<file path="config.mk">
export PLATFORM = sky130hd
export DESIGN_NAME = splr_rx
export DESIGN_NICKNAME = d
export VERILOG_FILES = /design/src/verilog/splr_fifo.v /design/src/verilog/splr_rx.v
export VERILOG_INCLUDE_DIRS = /design/src /design/src/verilog
export SDC_FILE = /design/constraint.sdc
export NUM_CORES = 1
export LEC_CHECK = 0
export ABC_AREA = 1
export BUFFER_PORTS_ARGS = -buffer_cell sky130_fd_sc_hd__buf_2
export CAP_MARGIN = 15
export CORE_AREA = 5 5 183 185
export CTS_BUF_LIST = sky130_fd_sc_hd__clkbuf_4 sky130_fd_sc_hd__clkbuf_8
export CTS_CLUSTER_SIZE = 10
export DETAILED_ROUTE_END_ITERATION = 7
export DIE_AREA = 0 0 188 190
export SLEW_MARGIN = 10
export SYNTH_ARGS = -nofsm -noshare
export SYNTH_HDL_FRONTEND = slang
export SYNTH_HIERARCHICAL = 1
export SYNTH_SLANG_ARGS = --single-unit
export TNS_END_PERCENT = 1
</file>
<file path="constraint.sdc">
create_clock -name core_clk -period 8 [get_ports core_clk]
set_input_delay 0.8 -clock core_clk [delete_from_list [all_inputs] [get_ports core_clk]]
set_output_delay 0.8 -clock core_clk [all_outputs]
set_load 0.005 [all_outputs]
</file>
<file path="src/verilog/splr_consts.vh">
// constants for the serial pixel link receiver
// assumes inclusion by splr_rx.v only, not by splr_fifo.v
`ifndef SPLR_CONSTS_VH
`define SPLR_CONSTS_VH
`define SPLR_BITS_PER_LANE 7
`define SPLR_SLOT_LAST 3'h6
`define SPLR_SLOT_FIRST 3'h0
`define SPLR_LANES 4
`define SPLR_OUT_W 28
`define SPLR_OUT_W3 21
`define SPLR_FIFO_DEPTH 8
// output bit positions in the parallel word
`define SPLR_POS_HSYNC 24
`define SPLR_POS_VSYNC 25
`define SPLR_POS_ACTIVE 26
`define SPLR_POS_SPARE 23
// oversample phase that centres the strobe in a bit slot
`define SPLR_OVS 2
`define SPLR_OVS_MID 1'h1
`endif

</file>
<file path="src/verilog/splr_fifo.v">
// parameterised word fifo, flip-flop storage, valid/ready both sides
// assumes one clock and an asynchronous active-high reset
`default_nettype none
module splr_fifo #(
    parameter WIDTH = 28,
    parameter DEPTH = 8,
    parameter AW = 3
) (
    // clock and reset
    input wire core_clk,
    input wire rst,
    // fill side
    input wire in_valid,
    output wire in_ready,
    input wire [WIDTH-1:0] in_data,
    // drain side
    output wire out_valid,
    input wire out_ready,
    output wire [WIDTH-1:0] out_data
);
    reg [WIDTH-1:0] mem [0:DEPTH-1];
    reg [AW-1:0] wr_ptr;
    reg [AW-1:0] rd_ptr;
    reg [AW:0] count;
    wire do_wr;
    wire do_rd;
    assign in_ready = (count != DEPTH[AW:0]);
    assign out_valid = (count != {(AW+1){1'b0}});
    assign out_data = mem[rd_ptr];
    assign do_wr = in_valid && in_ready;
    assign do_rd = out_valid && out_ready;
    always @(posedge core_clk) begin
        if (do_wr) begin
            mem[wr_ptr] <= in_data;
        end
    end
    always @(posedge core_clk or posedge rst) begin
        if (rst) begin
            wr_ptr <= {AW{1'b0}};
            rd_ptr <= {AW{1'b0}};
            count <= {(AW+1){1'b0}};
        end else begin
            // pointers wrap only for power-of-two depths
            if (do_wr) begin
                wr_ptr <= wr_ptr + 1'b1;
            end
            if (do_rd) begin
                rd_ptr <= rd_ptr + 1'b1;
            end
            if (do_wr && !do_rd) begin
                count <= count + 1'b1;
            end else if (do_rd && !do_wr) begin
                count <= count - 1'b1;
            end
        end
    end
endmodule // splr_fifo
`default_nettype wire

</file>
<file path="src/verilog/splr_rx.v">
// serial pixel link receiver: four lanes deserialised to 28-bit words
// assumes lanes and the link frame marker are sampled on core_clk,
// oversampled twice per bit, frame marker high on a period's first sample
// Summary of operation
// - every lane yields exactly seven bits each link clock period
// - sample bit n mid-slot, at (n + 0.5) times period over seven
// - slots numbered zero to six, each captured at its centre
// - msb mapping: lane3 holds colour msbs and spare; syncs at 24..26
// - in 18-bit use colour lsbs from lane3 are dropped
// - four-lane mode gives 28 outputs: 24 colour, 3 timing, spare
// - three-lane mode gives 21 outputs: 18 colour plus 3 timing
`default_nettype none
`include "splr_consts.vh"
module splr_rx #(
    parameter OUT_W = `SPLR_OUT_W,
    parameter DEPTH = `SPLR_FIFO_DEPTH
) (
    // clock and reset
    input wire core_clk,
    input wire rst,
    // link: lanes and a period marker recovered from the forwarded clock
    input wire lane0_serial_in,
    input wire lane1_serial_in,
    input wire lane2_serial_in,
    input wire lane3_serial_in,
    input wire link_period_start,
    // mode straps
    input wire msb_on_lane3,
    input wire three_lane_mode,
    // pixel side
    output wire pixel_valid,
    input wire pixel_ready,
    output reg [OUT_W-1:0] parallel_pixel_out,
    output reg [7:0] red,
    output reg [7:0] green,
    output reg [7:0] blue,
    output reg hsync,
    output reg vsync,
    output reg active_pixel_flag,
    output reg spare_bit,
    output wire overflow
);
    reg [2:0] slot;
    reg phase;
    reg [6:0] shift0;
    reg [6:0] shift1;
    reg [6:0] shift2;
    reg [6:0] shift3;
    reg word_strobe;
    reg framed;
    reg [OUT_W-1:0] next_word;
    reg ovf;
    wire fifo_in_ready;
    wire fifo_out_valid;
    wire [OUT_W-1:0] fifo_out;
    wire take;
    wire [3:0] lanes;
    assign lanes = {lane3_serial_in, lane2_serial_in,
                    lane1_serial_in, lane0_serial_in};
    assign overflow = ovf;

    // slot counter: advance on the mid phase of every slot, word strobe on the last
    always @(posedge core_clk or posedge rst) begin
        if (rst) begin
            slot <= `SPLR_SLOT_FIRST;
            phase <= 1'b0;
            word_strobe <= 1'b0;
            framed <= 1'b0;
        end else begin
            word_strobe <= 1'b0;
            if (link_period_start) begin
                slot <= `SPLR_SLOT_FIRST;
                phase <= 1'b1;
                framed <= 1'b1;
            end else begin
                phase <= ~phase;
                if (phase == `SPLR_OVS_MID) begin
                    if (slot == `SPLR_SLOT_LAST) begin
                        slot <= `SPLR_SLOT_FIRST;
                        // a period with no marker is noise on idle lanes,
                        // so it must never reach the pixel side
                        word_strobe <= framed; // all seven taken
                        framed <= 1'b0;
                    end else begin
                        slot <= slot + 3'h1;
                    end
                end
            end
        end
    end

    // capture each lane bit in its slot position
    always @(posedge core_clk or posedge rst) begin
        if (rst) begin
            shift0 <= 7'h00;
            shift1 <= 7'h00;
            shift2 <= 7'h00;
            shift3 <= 7'h00;
        end else if (phase == `SPLR_OVS_MID && !link_period_start &&
                     framed) begin
            shift0[slot] <= lanes[0];
            shift1[slot] <= lanes[1];
            shift2[slot] <= lanes[2];
            // unconnected lane reads as zero in three-lane use
            shift3[slot] <= lanes[3] & ~three_lane_mode;
        end
    end

    // lane-to-output map, slots in order; syncs ride on lane2 so that
    // three-lane use keeps them, lane3 carries only colour extras and spare
    always @* begin
        next_word = {OUT_W{1'b0}};
        // lane0: outputs 0-4, 6, 7
        next_word[4:0] = shift0[4:0];
        next_word[6] = shift0[5];
        next_word[7] = shift0[6];
        // lane1: outputs 8, 9, 12-15, 18
        next_word[9:8] = shift1[1:0];
        next_word[15:12] = shift1[5:2];
        next_word[18] = shift1[6];
        // lane2: outputs 19-22, 24-26
        next_word[22:19] = shift2[3:0];
        next_word[26:24] = shift2[6:4];
        // lane3: outputs 27, 5, 10, 11, 16, 17, 23
        // shift3 already reads zero in three-lane use
        next_word[27] = shift3[0];
        next_word[5] = shift3[1];
        next_word[11:10] = shift3[3:2];
        next_word[17:16] = shift3[5:4];
        next_word[23] = shift3[6];
    end

    // buffer absorbs pixel-side stalls; link cannot wait, so flag loss
    splr_fifo #(
        .WIDTH(OUT_W),
        .DEPTH(DEPTH),
        .AW(3)
    ) u_fifo (
        .core_clk(core_clk),
        .rst(rst),
        .in_valid(word_strobe),
        .in_ready(fifo_in_ready),
        .in_data(next_word),
        .out_valid(fifo_out_valid),
        .out_ready(take),
        .out_data(fifo_out)
    );

    always @(posedge core_clk or posedge rst) begin
        if (rst) begin
            ovf <= 1'b0;
        end else if (word_strobe && !fifo_in_ready) begin
            ovf <= 1'b1;
        end
    end

    // one-entry output stage, all fields loaded together
    reg out_full;
    assign pixel_valid = out_full;
    assign take = fifo_out_valid && (!out_full || pixel_ready);
    always @(posedge core_clk or posedge rst) begin
        if (rst) begin
            out_full <= 1'b0;
            parallel_pixel_out <= {OUT_W{1'b0}};
            red <= 8'h00;
            green <= 8'h00;
            blue <= 8'h00;
            hsync <= 1'b0;
            vsync <= 1'b0;
            active_pixel_flag <= 1'b0;
            spare_bit <= 1'b0;
        end else begin
            if (pixel_ready) begin
                out_full <= 1'b0;
            end
            if (take) begin
                out_full <= 1'b1;
                parallel_pixel_out <= fifo_out;
                hsync <= fifo_out[`SPLR_POS_HSYNC];
                vsync <= fifo_out[`SPLR_POS_VSYNC];
                active_pixel_flag <= fifo_out[`SPLR_POS_ACTIVE];
                spare_bit <= fifo_out[`SPLR_POS_SPARE] & ~three_lane_mode;
                if (msb_on_lane3 && !three_lane_mode) begin
                    // msbs on the fourth lane
                    red <= {fifo_out[5], fifo_out[27], fifo_out[6],
                            fifo_out[4:0]};
                    green <= {fifo_out[11], fifo_out[10],
                              fifo_out[14:12], fifo_out[9:7]};
                    blue <= {fifo_out[17], fifo_out[16],
                             fifo_out[22:18], fifo_out[15]};
                end else if (three_lane_mode) begin
                    // msbs from lanes 0..2; lane3 lsbs dropped
                    red <= {fifo_out[6], fifo_out[4:0], 2'b00};
                    green <= {fifo_out[14:12], fifo_out[9:7], 2'b00};
                    blue <= {fifo_out[22:18], fifo_out[15], 2'b00};
                end else begin
                    // lsb mapping: lane3 carries the two low bits
                    red <= {fifo_out[6], fifo_out[4:0], fifo_out[5],
                            fifo_out[27]};
                    green <= {fifo_out[14:12], fifo_out[9:7],
                              fifo_out[11], fifo_out[10]};
                    blue <= {fifo_out[22:18], fifo_out[15],
                             fifo_out[17], fifo_out[16]};
                end
            end
        end
    end
endmodule // splr_rx
`default_nettype wire
</file>
Word-level counts from Yosys, hierarchy flattened
Memories as Yosys holds them, arrays and structs flattened. Index checks and enable logic that the tools add are counted.

Memories: 1. Memory bits (writable): 224. Word-level logic and storage cells: 86. Register bits: 102. Output and inout bits: 58. Input port bits: 10.

Memory list: u_fifo.mem (depth 8, bits a word 28, read ports 1, clocked after memory_dff 0, write ports 1, RTL line splr_fifo.v:21) `reg [WIDTH-1:0] mem [0:DEPTH-1];`.

Add/sub/neg operators: 5. Magnitude comparators: 2. Eq/ne operators: 2. Reduce and logical (&&, ||, !) cells: 23. Bitwise gates (word level): 4. Multiplexer cells: 28.

Operators by type and width (number): $bwmux W7 (4); $mux W8 (3); $mux W1 (12); $logic_and A1 B1 Y1 (10); $add A3 B1 Y3 const B (3); $mux W3 (3); $mux W4 (2); $reduce_bool A2 Y1 (4); $logic_not A1 Y1 (6); $mux W2 (3); $add A4 B1 Y4 const B (1); $lt A3 B4 Y1 const B (1); $ne A4 B4 Y1 const B (1); $reduce_bool A4 Y1 (1); $sub A4 B1 Y4 const B (1); $demux W1 S3 (1); $eq A3 B3 Y1 const B (1); $ge A3 B1 Y1 const B (1); $and A1 B1 Y1 (2); $not A1 Y1 (2); $reduce_and A2 Y1 (1); $logic_or A1 B1 Y1 (1).

Depth between registers and ports, before layout
Gate-level depths: netlist of run 1.

Word-level depth: 7. Depth in mapped cells: 15. Gate-level depth less buffers: 14.

Hierarchy
Netlist of run 1, hierarchy kept.

Modules (own cells, without submodules): splr_fifo (times used 1, area an instance 10248.6 µm², seq. area each 6976.7 µm², cells each 1046); splr_rx (times used 1, area an instance 3822.4 µm², seq. area each 2227.1 µm², cells each 467).

Least setup slack after synthesis of run 1
No wires, ideal clock.

Path kind: reg-to-reg. Start: register u_fifo.count[0]. End: memory u_fifo.mem[4][0], enable pin. Path buffers: 1. Setup time: 0.448 ns. Slack: 4.789 ns. Arrival: 2.763 ns. Stages on the path, launching flop included: 6. Period minus slack after synthesis: 3.211 ns. Path through: dfrtp_1 > nor2_1 > nand3_1 > nand2_1 > buf_4 > nor3_1.

Cells in the longest elaborated chain, start to end: 4.

Ends and longest elaborated chain: start, declared (RTL line splr_fifo.v:24) `reg [AW:0] count;`; start signal, assigned (RTL line splr_fifo.v:41) `count <= {(AW+1){1'b0}};`; start signal, assigned (RTL line splr_fifo.v:51) `count <= count + 1'b1;`; start signal, assigned (RTL line splr_fifo.v:53) `count <= count - 1'b1;`; $ne A4 B4 Y1 (RTL line splr_fifo.v:27) `assign in_ready = (count != DEPTH[AW:0]);`; via fifo_in_ready (RTL line splr_rx.v:53) `wire fifo_in_ready;`; $logic_and A1 B1 Y1 (RTL line splr_fifo.v:30) `assign do_wr = in_valid && in_ready;`; $mux W1 (RTL line splr_fifo.v:33) `if (do_wr) begin`; $mux W1 (not written as such) (RTL line splr_fifo.v:34) `mem[wr_ptr] <= in_data;`; end, declared (RTL line splr_fifo.v:21).

The timed path passes the listed nets, and every way through them passes these cells.

Worst setup path in the final report of run 1
Start: register u_fifo.rd_ptr[0]. End: register blue[6].

Cells in the longest elaborated chain, start to end: 2.

Ends and longest elaborated chain: start, declared (RTL line splr_fifo.v:23) `reg [AW-1:0] rd_ptr;`; start signal, assigned (RTL line splr_fifo.v:40) `rd_ptr <= {AW{1'b0}};`; start signal, assigned (RTL line splr_fifo.v:48) `rd_ptr <= rd_ptr + 1'b1;`; $mem_v2 Z8 W28; via fifo_out[21] (RTL line splr_rx.v:55) `wire [OUT_W-1:0] fifo_out;`; $mux W8 (RTL line splr_rx.v:183) `if (msb_on_lane3 && !three_lane_mode) begin`; end signal, assigned (RTL line splr_rx.v:189) `blue <= {fifo_out[17], fifo_out[16],`; end signal, assigned (RTL line splr_rx.v:195) `blue <= {fifo_out[22:18], fifo_out[15], 2'b00};`; end signal, assigned (RTL line splr_rx.v:202) `blue <= {fifo_out[22:18], fifo_out[15],`; end, declared (RTL line splr_rx.v:36) `output reg [7:0] blue,`.

The timed path passes the listed nets, and every way through them passes these cells. A chain may end at the register's enable or synchronous reset.

==> results of run 1 <==
## state kept, by name (all words and copies together), names as in the netlist
signal / cells
red: 8
shift2: 7
u_fifo/rd_ptr: 3
u_fifo/count: 4
parallel_pixel_out: 28
shift0: 7
shift1: 7
overflow: 1
framed: 1
green: 8
u_fifo/mem: 224
slot: 3
u_fifo/wr_ptr: 3
shift3: 7
phase: 1
spare_bit: 1
pixel_valid: 1
word_strobe: 1
blue: 8
## cell families after synthesis
group | Yosys count
and+or+nand+nor | 916
DFF | 323
buffers and inverters | 223
AOI/OAI and AO/OA | 39
xor gates and xnor gates | 6
adders and majority gates | 6
## layout by cell type, fill, tap and decap left out, drive strengths merged
cell type	count
o21bai	1
inv	161
nor2	245
ha	5
dfrtp	99
clkbuf	78
a21oi	1
fa	1
or2	2
nor3	8
buf	85
xnor2	5
clkinv	17
xor2	1
nand2	624
edfxtp	224
o21ai	37
clkinvlp	2
nand3	37
## final timing paths
| path | from | to | slack, ns | cells after the start |
|---|---|---|---|---|
| setup / recovery | u_fifo/rd_ptr[0] | blue[6] | 5.20 | 11 |
| max in group asynchronous | rst | blue[3] | 6.67 | 3 |
| min in group core_clk | overflow | overflow | 0.47 | 1 |
| hold / removal | rst | u_fifo/count[3] | 0.23 | 2 |
| setup reg to reg | u_fifo/rd_ptr[0] | blue[6] | 5.20 | 11 |
| hold reg to reg | overflow | overflow | 0.47 | 1 |
## metrics by stage
stage	util, %	setup WS [ns]	cell area (sq um)	std cells
2_1_floorplan	-	4.79	14100	1513
3_3_place_gp	46.1	5.05	14700	1944
3_5_place_dp	46.1	5.00	14700	1944
4_1_cts	49.3	5.24	15700	2041
5_1_grt	49.3	4.95	15700	2041
6_report	49.3	5.20	15700	2041
## final cells by class
class                      instances  share of cell area (%)
timing repair buffer              85                    2.99
tap                              408                    3.25
clock inverter                    19                   0.542
sequential                       323                    58.6
inverter                         161                    3.88
clock buffer                      78                    5.92
multi-input combinational        967                    24.8
## per-layer routing
metal	share of wire [%]	GRT usage, %	up-vias
li1	-	-	4846
met1	45	24.2	4426
met2	47	28.8	275
met3	6.4	3.34	50
met4	1.8	4.91	0
met5	0	0	-
## critical path, cell delays in order, from the launching register on
cell	delay, ns
dfrtp_4	0.83
buf_4	0.88
nor2_1	0.11
nor2_1	0.11
nand2_1	0.06
nand2_1	0.06
nand2_1	0.04
nand2_1	0.21
inv_1	0.10
nand2_1	0.07
nand3_1	0.08
nand2_1	0.09
## where the power goes
group / leakage, nW / total (W) / internal [W] / switching [W]
clock: 0.540 / 0.00137 / 0.000741 / 0.000625
combinational: 3.52 / 0.00170 / 0.000564 / 0.00114
sequential: 3.29 / 0.00227 / 0.00205 / 0.000216
==> flow_summary.yaml, run 1 <==
synthesis:
  synth-edff-count: 224
  synth.area.top_cells: "edfxtp_1 (48%), dfrtp_1 (18%), nand2_1 (17%)"
  synth_top_area_share_pct: 47.8
  syn-cell-area_sq_um: 14100
  synth_top_flop_cell: "edfxtp_1"
  synth_fp_nets: 1529
  ys_types: 26
  yosysSeqAreaShare_pct: 65.4
  ys_warn_count: 6
  muxShareOfSynthArea_pct: 0
  yosysMostFrequentCell: "nand2_1"
  yosys.area_share.simple_pct: 25.0
  async_flop_share_pct: 30.7
  netlist_instances: 1513
  avgSynthCellArea_sq_um: 9.30
  yosysTopAreaCell: "edfxtp_1"
  ys_ff_latch: 323
  synth_commonest_cells: "nand2_1 (622), nor2_1 (242), edfxtp_1 (224)"
  yosys.area_share.xor_xnor_pct: 0.373
  synth_top_family_by_area: "simple AND/OR/NAND/NOR gates"
  yosys.area_share.adder_pct: 0.587
  synth_compound_area_share_pct: 1.40
floorplan:
  die_h_um: 190
  dieArea_sq_um: 35700
  die_w_um: 188
  ios: 68
  start_util_pct: 44.1
  rows: 66
  core-area_sq_um: 31900
cells_and_area:
  fill_cells: 2937
  seq_area_sq_um: 9210
  multiInputGateArea_sq_um: 3890
  nNetsFinal: 1606
  drive_gt1_share_pct: 12.1
  area_growth_syn_to_layout_pct: 11.6
  antenna_cells: 0
global_route:
  grt_pass1_vias: 8887
  grt_pass1_wl_mm: 49.6
  grt_overflow: 0
  grt_usage_pct: 17.6
  grt_max_degree: 104
  antenna_found_initial: 0
timing:
  hold-worst-slack_ns: 0.230
  timing.fmax_ghz: 0.357
  relSlewSlack_pct: 32.1
  drv_slew: 0
  tns_ns: 0
  rsz0062_at_grt: "false"
  fin_worst_skew_ns: 0.0237
  post-route-period-util_pct: 35.0
  hold_viol_final: 0
  setup_viol_count_final: 0
  period_needed_ns: 2.80
  tightest_slew_ns: 1.01
pwr:
  p_per_area_nw_per_um2: 340
  p_leak_nw: 7.35
  peakVddDrop_mv: 0.154
  fin_total_pwr_w: 0.00534
route:
  via_per_inst: 4.70
  ant_nets: 0
  wl_mm: 31.2
  drt_iter0_drc: 545
  vias: 9597
  drt_first_pass_iters: 5
  wl_per_cell_um: 15.3
  drc: 0
clock_tree:
  cts_hold_buf: 0
  numCtsBuffers: 52
  cts_setup_buffers: 0
  worstSkewPairLatency_ns: 0.59
  clk_path_buf_depth: 3
  h-tree-depth: 2
  cts_num_sinks: 323
  clk_pin_slew_ns: 0.06
  root_buffer: "clkbuf_8"
  tritoncts: "yes"
  postCtsResizedCells: 0
setup_path:
  critPathLaunchType: "flip-flop"
  path_max_fanout: 103
  cp.required_ns: 8.51
  cp.arrival_ns: 3.30
  worstSetupPathType: "reg2reg"
  critPathCaptureType: "flip-flop"
flow_run:
  cap_violations: 0
place:
  portBuffers: 67
  dp_hpwl_mm: 18.4
  gp_congestion: 0.806
min_path:
  min_path_type: "in2async"
outcome:
  outcome: "completed"
Note: power is estimated with default switching activity, not from simulation.
==> run 2: changes to the inputs <==
Clock period 8 ns to 2.7 ns, I/O delays scaled along.
==> run 2 against run 1 <==
Against the previous run: clock skew shrank 0.0059 ns; first-iteration DRC count grew 17%; flip-flop and latch count is the same; die area is the same; combinational power grew to 3.1 times the previous value; sequential power grew to 3.0 times the previous value; largest cell class unchanged; largest power group unchanged.
==> flow_summary.yaml, run 2 (same netlist as run 1, synthesis figures left out) <==
timing:
  fin_worst_skew_ns: 0.0178
  tightest_slew_ns: 0.921
  hold-worst-slack_ns: 0.0450
  setup_viol_count_final: 0
  rsz0062_at_grt: "false"
  drv_slew: 0
  post-route-period-util_pct: 83.8
  timing.fmax_ghz: 0.442
  period_needed_ns: 2.26
  hold_viol_final: 0
  relSlewSlack_pct: 38.4
route:
  drt_iter0_drc: 638
  drc: 0
  vias: 9584
  via_per_inst: 4.70
  drt_first_pass_iters: 5
  wl_per_cell_um: 15.5
  ant_nets: 0
  wl_mm: 31.6
setup_path:
  startpoint: "u_fifo/count[0]"
  critPathCaptureType: "flip-flop"
  regToRegSetupSlack_ns: 0.44
  r2r-end: "u_fifo/count[3]"
  reg2reg_from: "u_fifo/count[0]"
  r2r_cells: 13
  crit_path_end: "u_fifo/count[3]"
  worstSetupPathType: "reg2reg"
  critPathLaunchType: "flip-flop"
  cp.required_ns: 3.15
  cp.arrival_ns: 2.71
  path_max_fanout: 5
clock_tree:
  cts_num_sinks: 323
  tritoncts: "yes"
  numCtsBuffers: 49
  h-tree-depth: 2
  postCtsResizedCells: 0
  root_buffer: "clkbuf_8"
  clk_pin_slew_ns: 0.06
  clk_path_buf_depth: 3
  worstSkewPairLatency_ns: 0.57
cells_and_area:
  fill_cells: 2972
  final_common_cell: "nand2_1"
  final_util_pct: 49.5
  antenna_cells: 0
  largestRegisters: "u_fifo/mem x224, parallel_pixel_out x28"
  top_register: "u_fifo/mem"
  area_growth_syn_to_layout_pct: 12.2
  nNetsFinal: 1608
  drive_gt1_share_pct: 11.9
  largest_reg_flops: 224
  mostFrequentLayoutCells: "nand2_1 (622), nor2_1 (242), edfxtp_1 (224)"
pwr:
  p_int_w: 0.0100
  p_per_area_nw_per_um2: 1010
  combPwrFrac_pct: 32.7
  p_switching_w: 0.00589
  swShare_pct: 37.0
  p_seq_share_pct: 42.3
  peakVddDrop_mv: 0.543
  p_clk_share_pct: 25.0
  p_leak_nw: 7.37
floorplan:
  core-area_sq_um: 31900
  start_util_pct: 44.1
  die_h_um: 190
  dieArea_sq_um: 35700
  die_w_um: 188
  ios: 68
  rows: 66
place:
  gp_congestion: 0.794
  dp_hpwl_mm: 18.3
  portBuffers: 67
min_path:
  whs_path_depth: 3
  min_path_type: "in2reg"
outcome:
  outcome: "completed"
flow_run:
  cap_violations: 0
global_route:
  grt_pass1_wl_mm: 49.9
  grt_usage_pct: 17.7
  grt_overflow: 0
  grt_max_degree: 80
  antenna_found_initial: 0
  grt_pass1_vias: 9006
-- run 2: area by class of cell --
class                           count  area, sq um  area share [%]
Sequential cell                   323         9210            58.3
Multi-Input combinational cell    967         3890            24.7
Clock buffer                       69          850            5.38
Inverter                          161          609            3.86
Timing Repair Buffer               90          588            3.72
Tap cell                          408          510            3.23
Clock inverter                     23          130           0.824
-- run 2: what timing repair did --
action | CTS | global route
endpoints found under the setup margin | 0 | 0
setup buffers | 0 | 0
hold buffers | 2 | 0
hold endpoints to repair | 47 | 0
-- run 2: worst max-delay path, stage by stage, from the launching register on --
cell,delay [ns]
dfrtp_1,0.43
nor2_1,0.16
nand3_1,0.15
nand2_2,0.11
inv_2,0.04
nand2_1,0.13
ha_1,0.19
inv_1,0.10
ha_1,0.32
or2_2,0.31
nand2_1,0.07
nand2_1,0.05
nand3_1,0.06
nand2_1,0.05
-- run 2: power groups by stage --
stage          clock network, W  logic (W)  registers (W)
2_1_floorplan                 0    0.00386        0.00659
5_1_grt                 0.00430    0.00600        0.00684
4_1_cts                 0.00409    0.00526        0.00675
3_3_place_gp                  0    0.00517        0.00682
6_report                0.00397    0.00521        0.00673
3_5_place_dp                  0    0.00523        0.00684
-- run 2: how the worst min path moves through the flow --
stage,to,start,slack (ns)
finish,shift0[2],lane0_serial_in,0.04
global route,shift2[0],lane2_serial_in,0.04
CTS,shift0[2],lane0_serial_in,0.006
detailed placement,u_fifo/wr_ptr[0],rst,0.30
global placement,u_fifo/wr_ptr[0],rst,0.30
floorplan,u_fifo/count[0],rst,0.11
-- run 2: stage by stage --
step	instances	setup slack (ns)	total power [W]	instance area [sq um]	TNS, ns
finish	2041	0.439	0.0159	15800	0
CTS	2041	0.443	0.0161	15800	0
floorplan	1513	-0.511	0.0104	14100	-114.56
detailed placement	1947	0.440	0.0121	14800	0
global placement	1947	0.489	0.0120	14800	0
global route	2041	0.268	0.0171	15800	0
-- run 2: routing by layer --
layer	vias up	global-route usage (%)	share of wire, %
li1	4857	-	-
met1	4402	24.4	45
met2	272	29.0	46
met3	53	3.12	6.4
met4	0	5.05	2.2
met5	-	0	0
==> run 3: changes to the inputs <==
Clock period 2.7 ns to 1.95 ns, I/O delays scaled along.
==> run 3 against run 2 <==
Against the previous run: cell area rose by 4.6%; register-to-register slack got worse by 0.39 ns; worst setup slack lost 0.39 ns; non-clock buffer count up 41; cell count up 2.2%; count of clock-buffer cells in the layout up 8; utilization increased by 2.3 points; combinational power increased by 58%; critical endpoint unchanged; power increased by 47%; die area did not move.
==> flow_summary.yaml, run 3 (same netlist as run 1, synthesis figures left out) <==
route:
  drt_first_pass_iters: 4
  drt_iter0_drc: 525
  via_per_inst: 4.66
  vias: 9719
  drc: 0
  ant_nets: 0
  wl_per_cell_um: 15.3
  wl_mm: 31.8
cells_and_area:
  drive_gt1_share_pct: 15.1
  antenna_cells: 0
  final_common_cell: "nand2_1"
  largest_reg_flops: 224
  mostFrequentLayoutCells: "nand2_1 (619), nor2_1 (241), edfxtp_1 (224)"
  area_growth_syn_to_layout_pct: 17.4
  fill_cells: 2860
  largestRegisters: "u_fifo/mem x224, parallel_pixel_out x28"
  top_register: "u_fifo/mem"
  nNetsFinal: 1651
setup_path:
  startpoint: "u_fifo/count[0]"
  critPathLaunchType: "flip-flop"
  critPathCaptureType: "flip-flop"
  reg2reg_from: "u_fifo/count[0]"
  path_max_fanout: 3
  cp.arrival_ns: 2.37
  cp.required_ns: 2.42
  worstSetupPathType: "reg2reg"
timing:
  setup_viol_count_final: 0
  post-route-period-util_pct: 97.5
  fin_worst_skew_ns: 0.0255
  hold_viol_final: 0
  tightest_slew_ns: 0.703
  rsz0062_at_grt: "true"
  timing.fmax_ghz: 0.526
  relSlewSlack_pct: 53.2
  hold-worst-slack_ns: 0.0874
  period_needed_ns: 1.90
  drv_slew: 0
global_route:
  grt_pass1_wl_mm: 49.7
  grt_overflow: 0
  grt_pass1_vias: 9002
  grt_max_degree: 80
  grt_usage_pct: 17.6
  antenna_found_initial: 0
clock_tree:
  clk_path_buf_depth: 3
  clk_pin_slew_ns: 0.06
  worstSkewPairLatency_ns: 0.58
  h-tree-depth: 2
  numCtsBuffers: 51
  root_buffer: "clkbuf_8"
  tritoncts: "yes"
  cts_num_sinks: 323
pwr:
  peakVddDrop_mv: 0.601
  p_leak_nw: 7.74
  fin_total_pwr_w: 0.0233
  p_per_area_nw_per_um2: 1410
outcome:
  outcome: "completed"
place:
  dp_hpwl_mm: 19.5
  gp_congestion: 0.805
  portBuffers: 67
floorplan:
  die_h_um: 190
  ios: 68
  core-area_sq_um: 31900
  rows: 66
  dieArea_sq_um: 35700
  die_w_um: 188
  start_util_pct: 44.1
min_path:
  min_path_type: "in2async"
flow_run:
  cap_violations: 0
[run 3: changes by cell type in the layout (fill, tap and decap cells not counted), sizes merged]
cell         previous run  this run
clkbuf                 69        80
dlygate4sd3             2         6
clkinv                 20        16
buf                    88       122
[run 3: what timing repair did]
action | in CTS | in global routing
gates cloned | 0 | 2
pin swaps | 3 | 6
resized for setup | 6 | 14
hold endpoints to repair | 126 | 0
setup buffers | 0 | 3
endpoints found under the setup margin | 2 | 7
hold buffers | 6 | 0
[run 3: final cells by class]
cell class | instances | area (sq um) | area share (%)
clock inverters | 19 | 116 | 0.705
inverters | 161 | 611 | 3.70
repair buffers | 131 | 1070 | 6.49
well taps | 408 | 510 | 3.09
flip-flops and latches | 323 | 9210 | 55.8
multi-input cells | 967 | 4030 | 24.4
clock buffers | 77 | 972 | 5.89
[run 3: final timing paths]
path,to,slack [ns],depth (start not counted)
setup / recovery,u_fifo/count[3],0.05,15
hold / removal,parallel_pixel_out[23],0.09,3
setup reg to reg,u_fifo/count[3],0.05,15
hold reg to reg,blue[7],0.47,2
max in group asynchronous,parallel_pixel_out[1],1.31,4
min in group core_clk,blue[1],0.10,4
[run 3: worst max-delay path, stage by stage, from the launching register on]
cell and delay (ns):
dfrtp_1 0.39, nor2_2 0.16, nand3_2 0.11, nand2_2 0.09, inv_2 0.06, nand2_4 0.08
ha_4 0.14, inv_2 0.05, buf_6 0.12, ha_4 0.14, nor2_1 0.15, nand2_2 0.09
nand2_1 0.07, nand2_1 0.04, nand3_1 0.07, nand2_1 0.05
[run 3: where the power goes]
group / total (W) / leakage (nW) / internal (W) / switching, W
logic: 0.00822 / 3.87 / 0.00309 / 0.00513
clock network: 0.00593 / 0.580 / 0.00333 / 0.00260
registers: 0.00919 / 3.29 / 0.00842 / 0.000766
total: 0.0233 / 7.74 / 0.0148 / 0.00850
[run 3: layer usage]
layer  wire length (um)  vias to the layer above  track usage [%]
met4                621                        0             4.94
li1                   -                     4942                -
met5                  0                        -                0
met3               1650                       47             3.56
met1              14800                     4531             24.4
met2              14800                      199             28.3
[run 3: metrics by stage]
stage          std cells  util, %  setup WS, ns  area, sq um  setup TNS, ns
6_report            2086     51.8        0.0481        16500              0
3_3_place_gp        1979     47.7       -0.0521        15200        -0.0521
2_1_floorplan       1513        -        -0.411        14100         -92.70
3_5_place_dp        1979     47.7       -0.0801        15200         -0.105
5_1_grt             2086     51.8        -0.155        16500         -0.249
4_1_cts             2081     51.4     -0.000580        16400      -0.000580
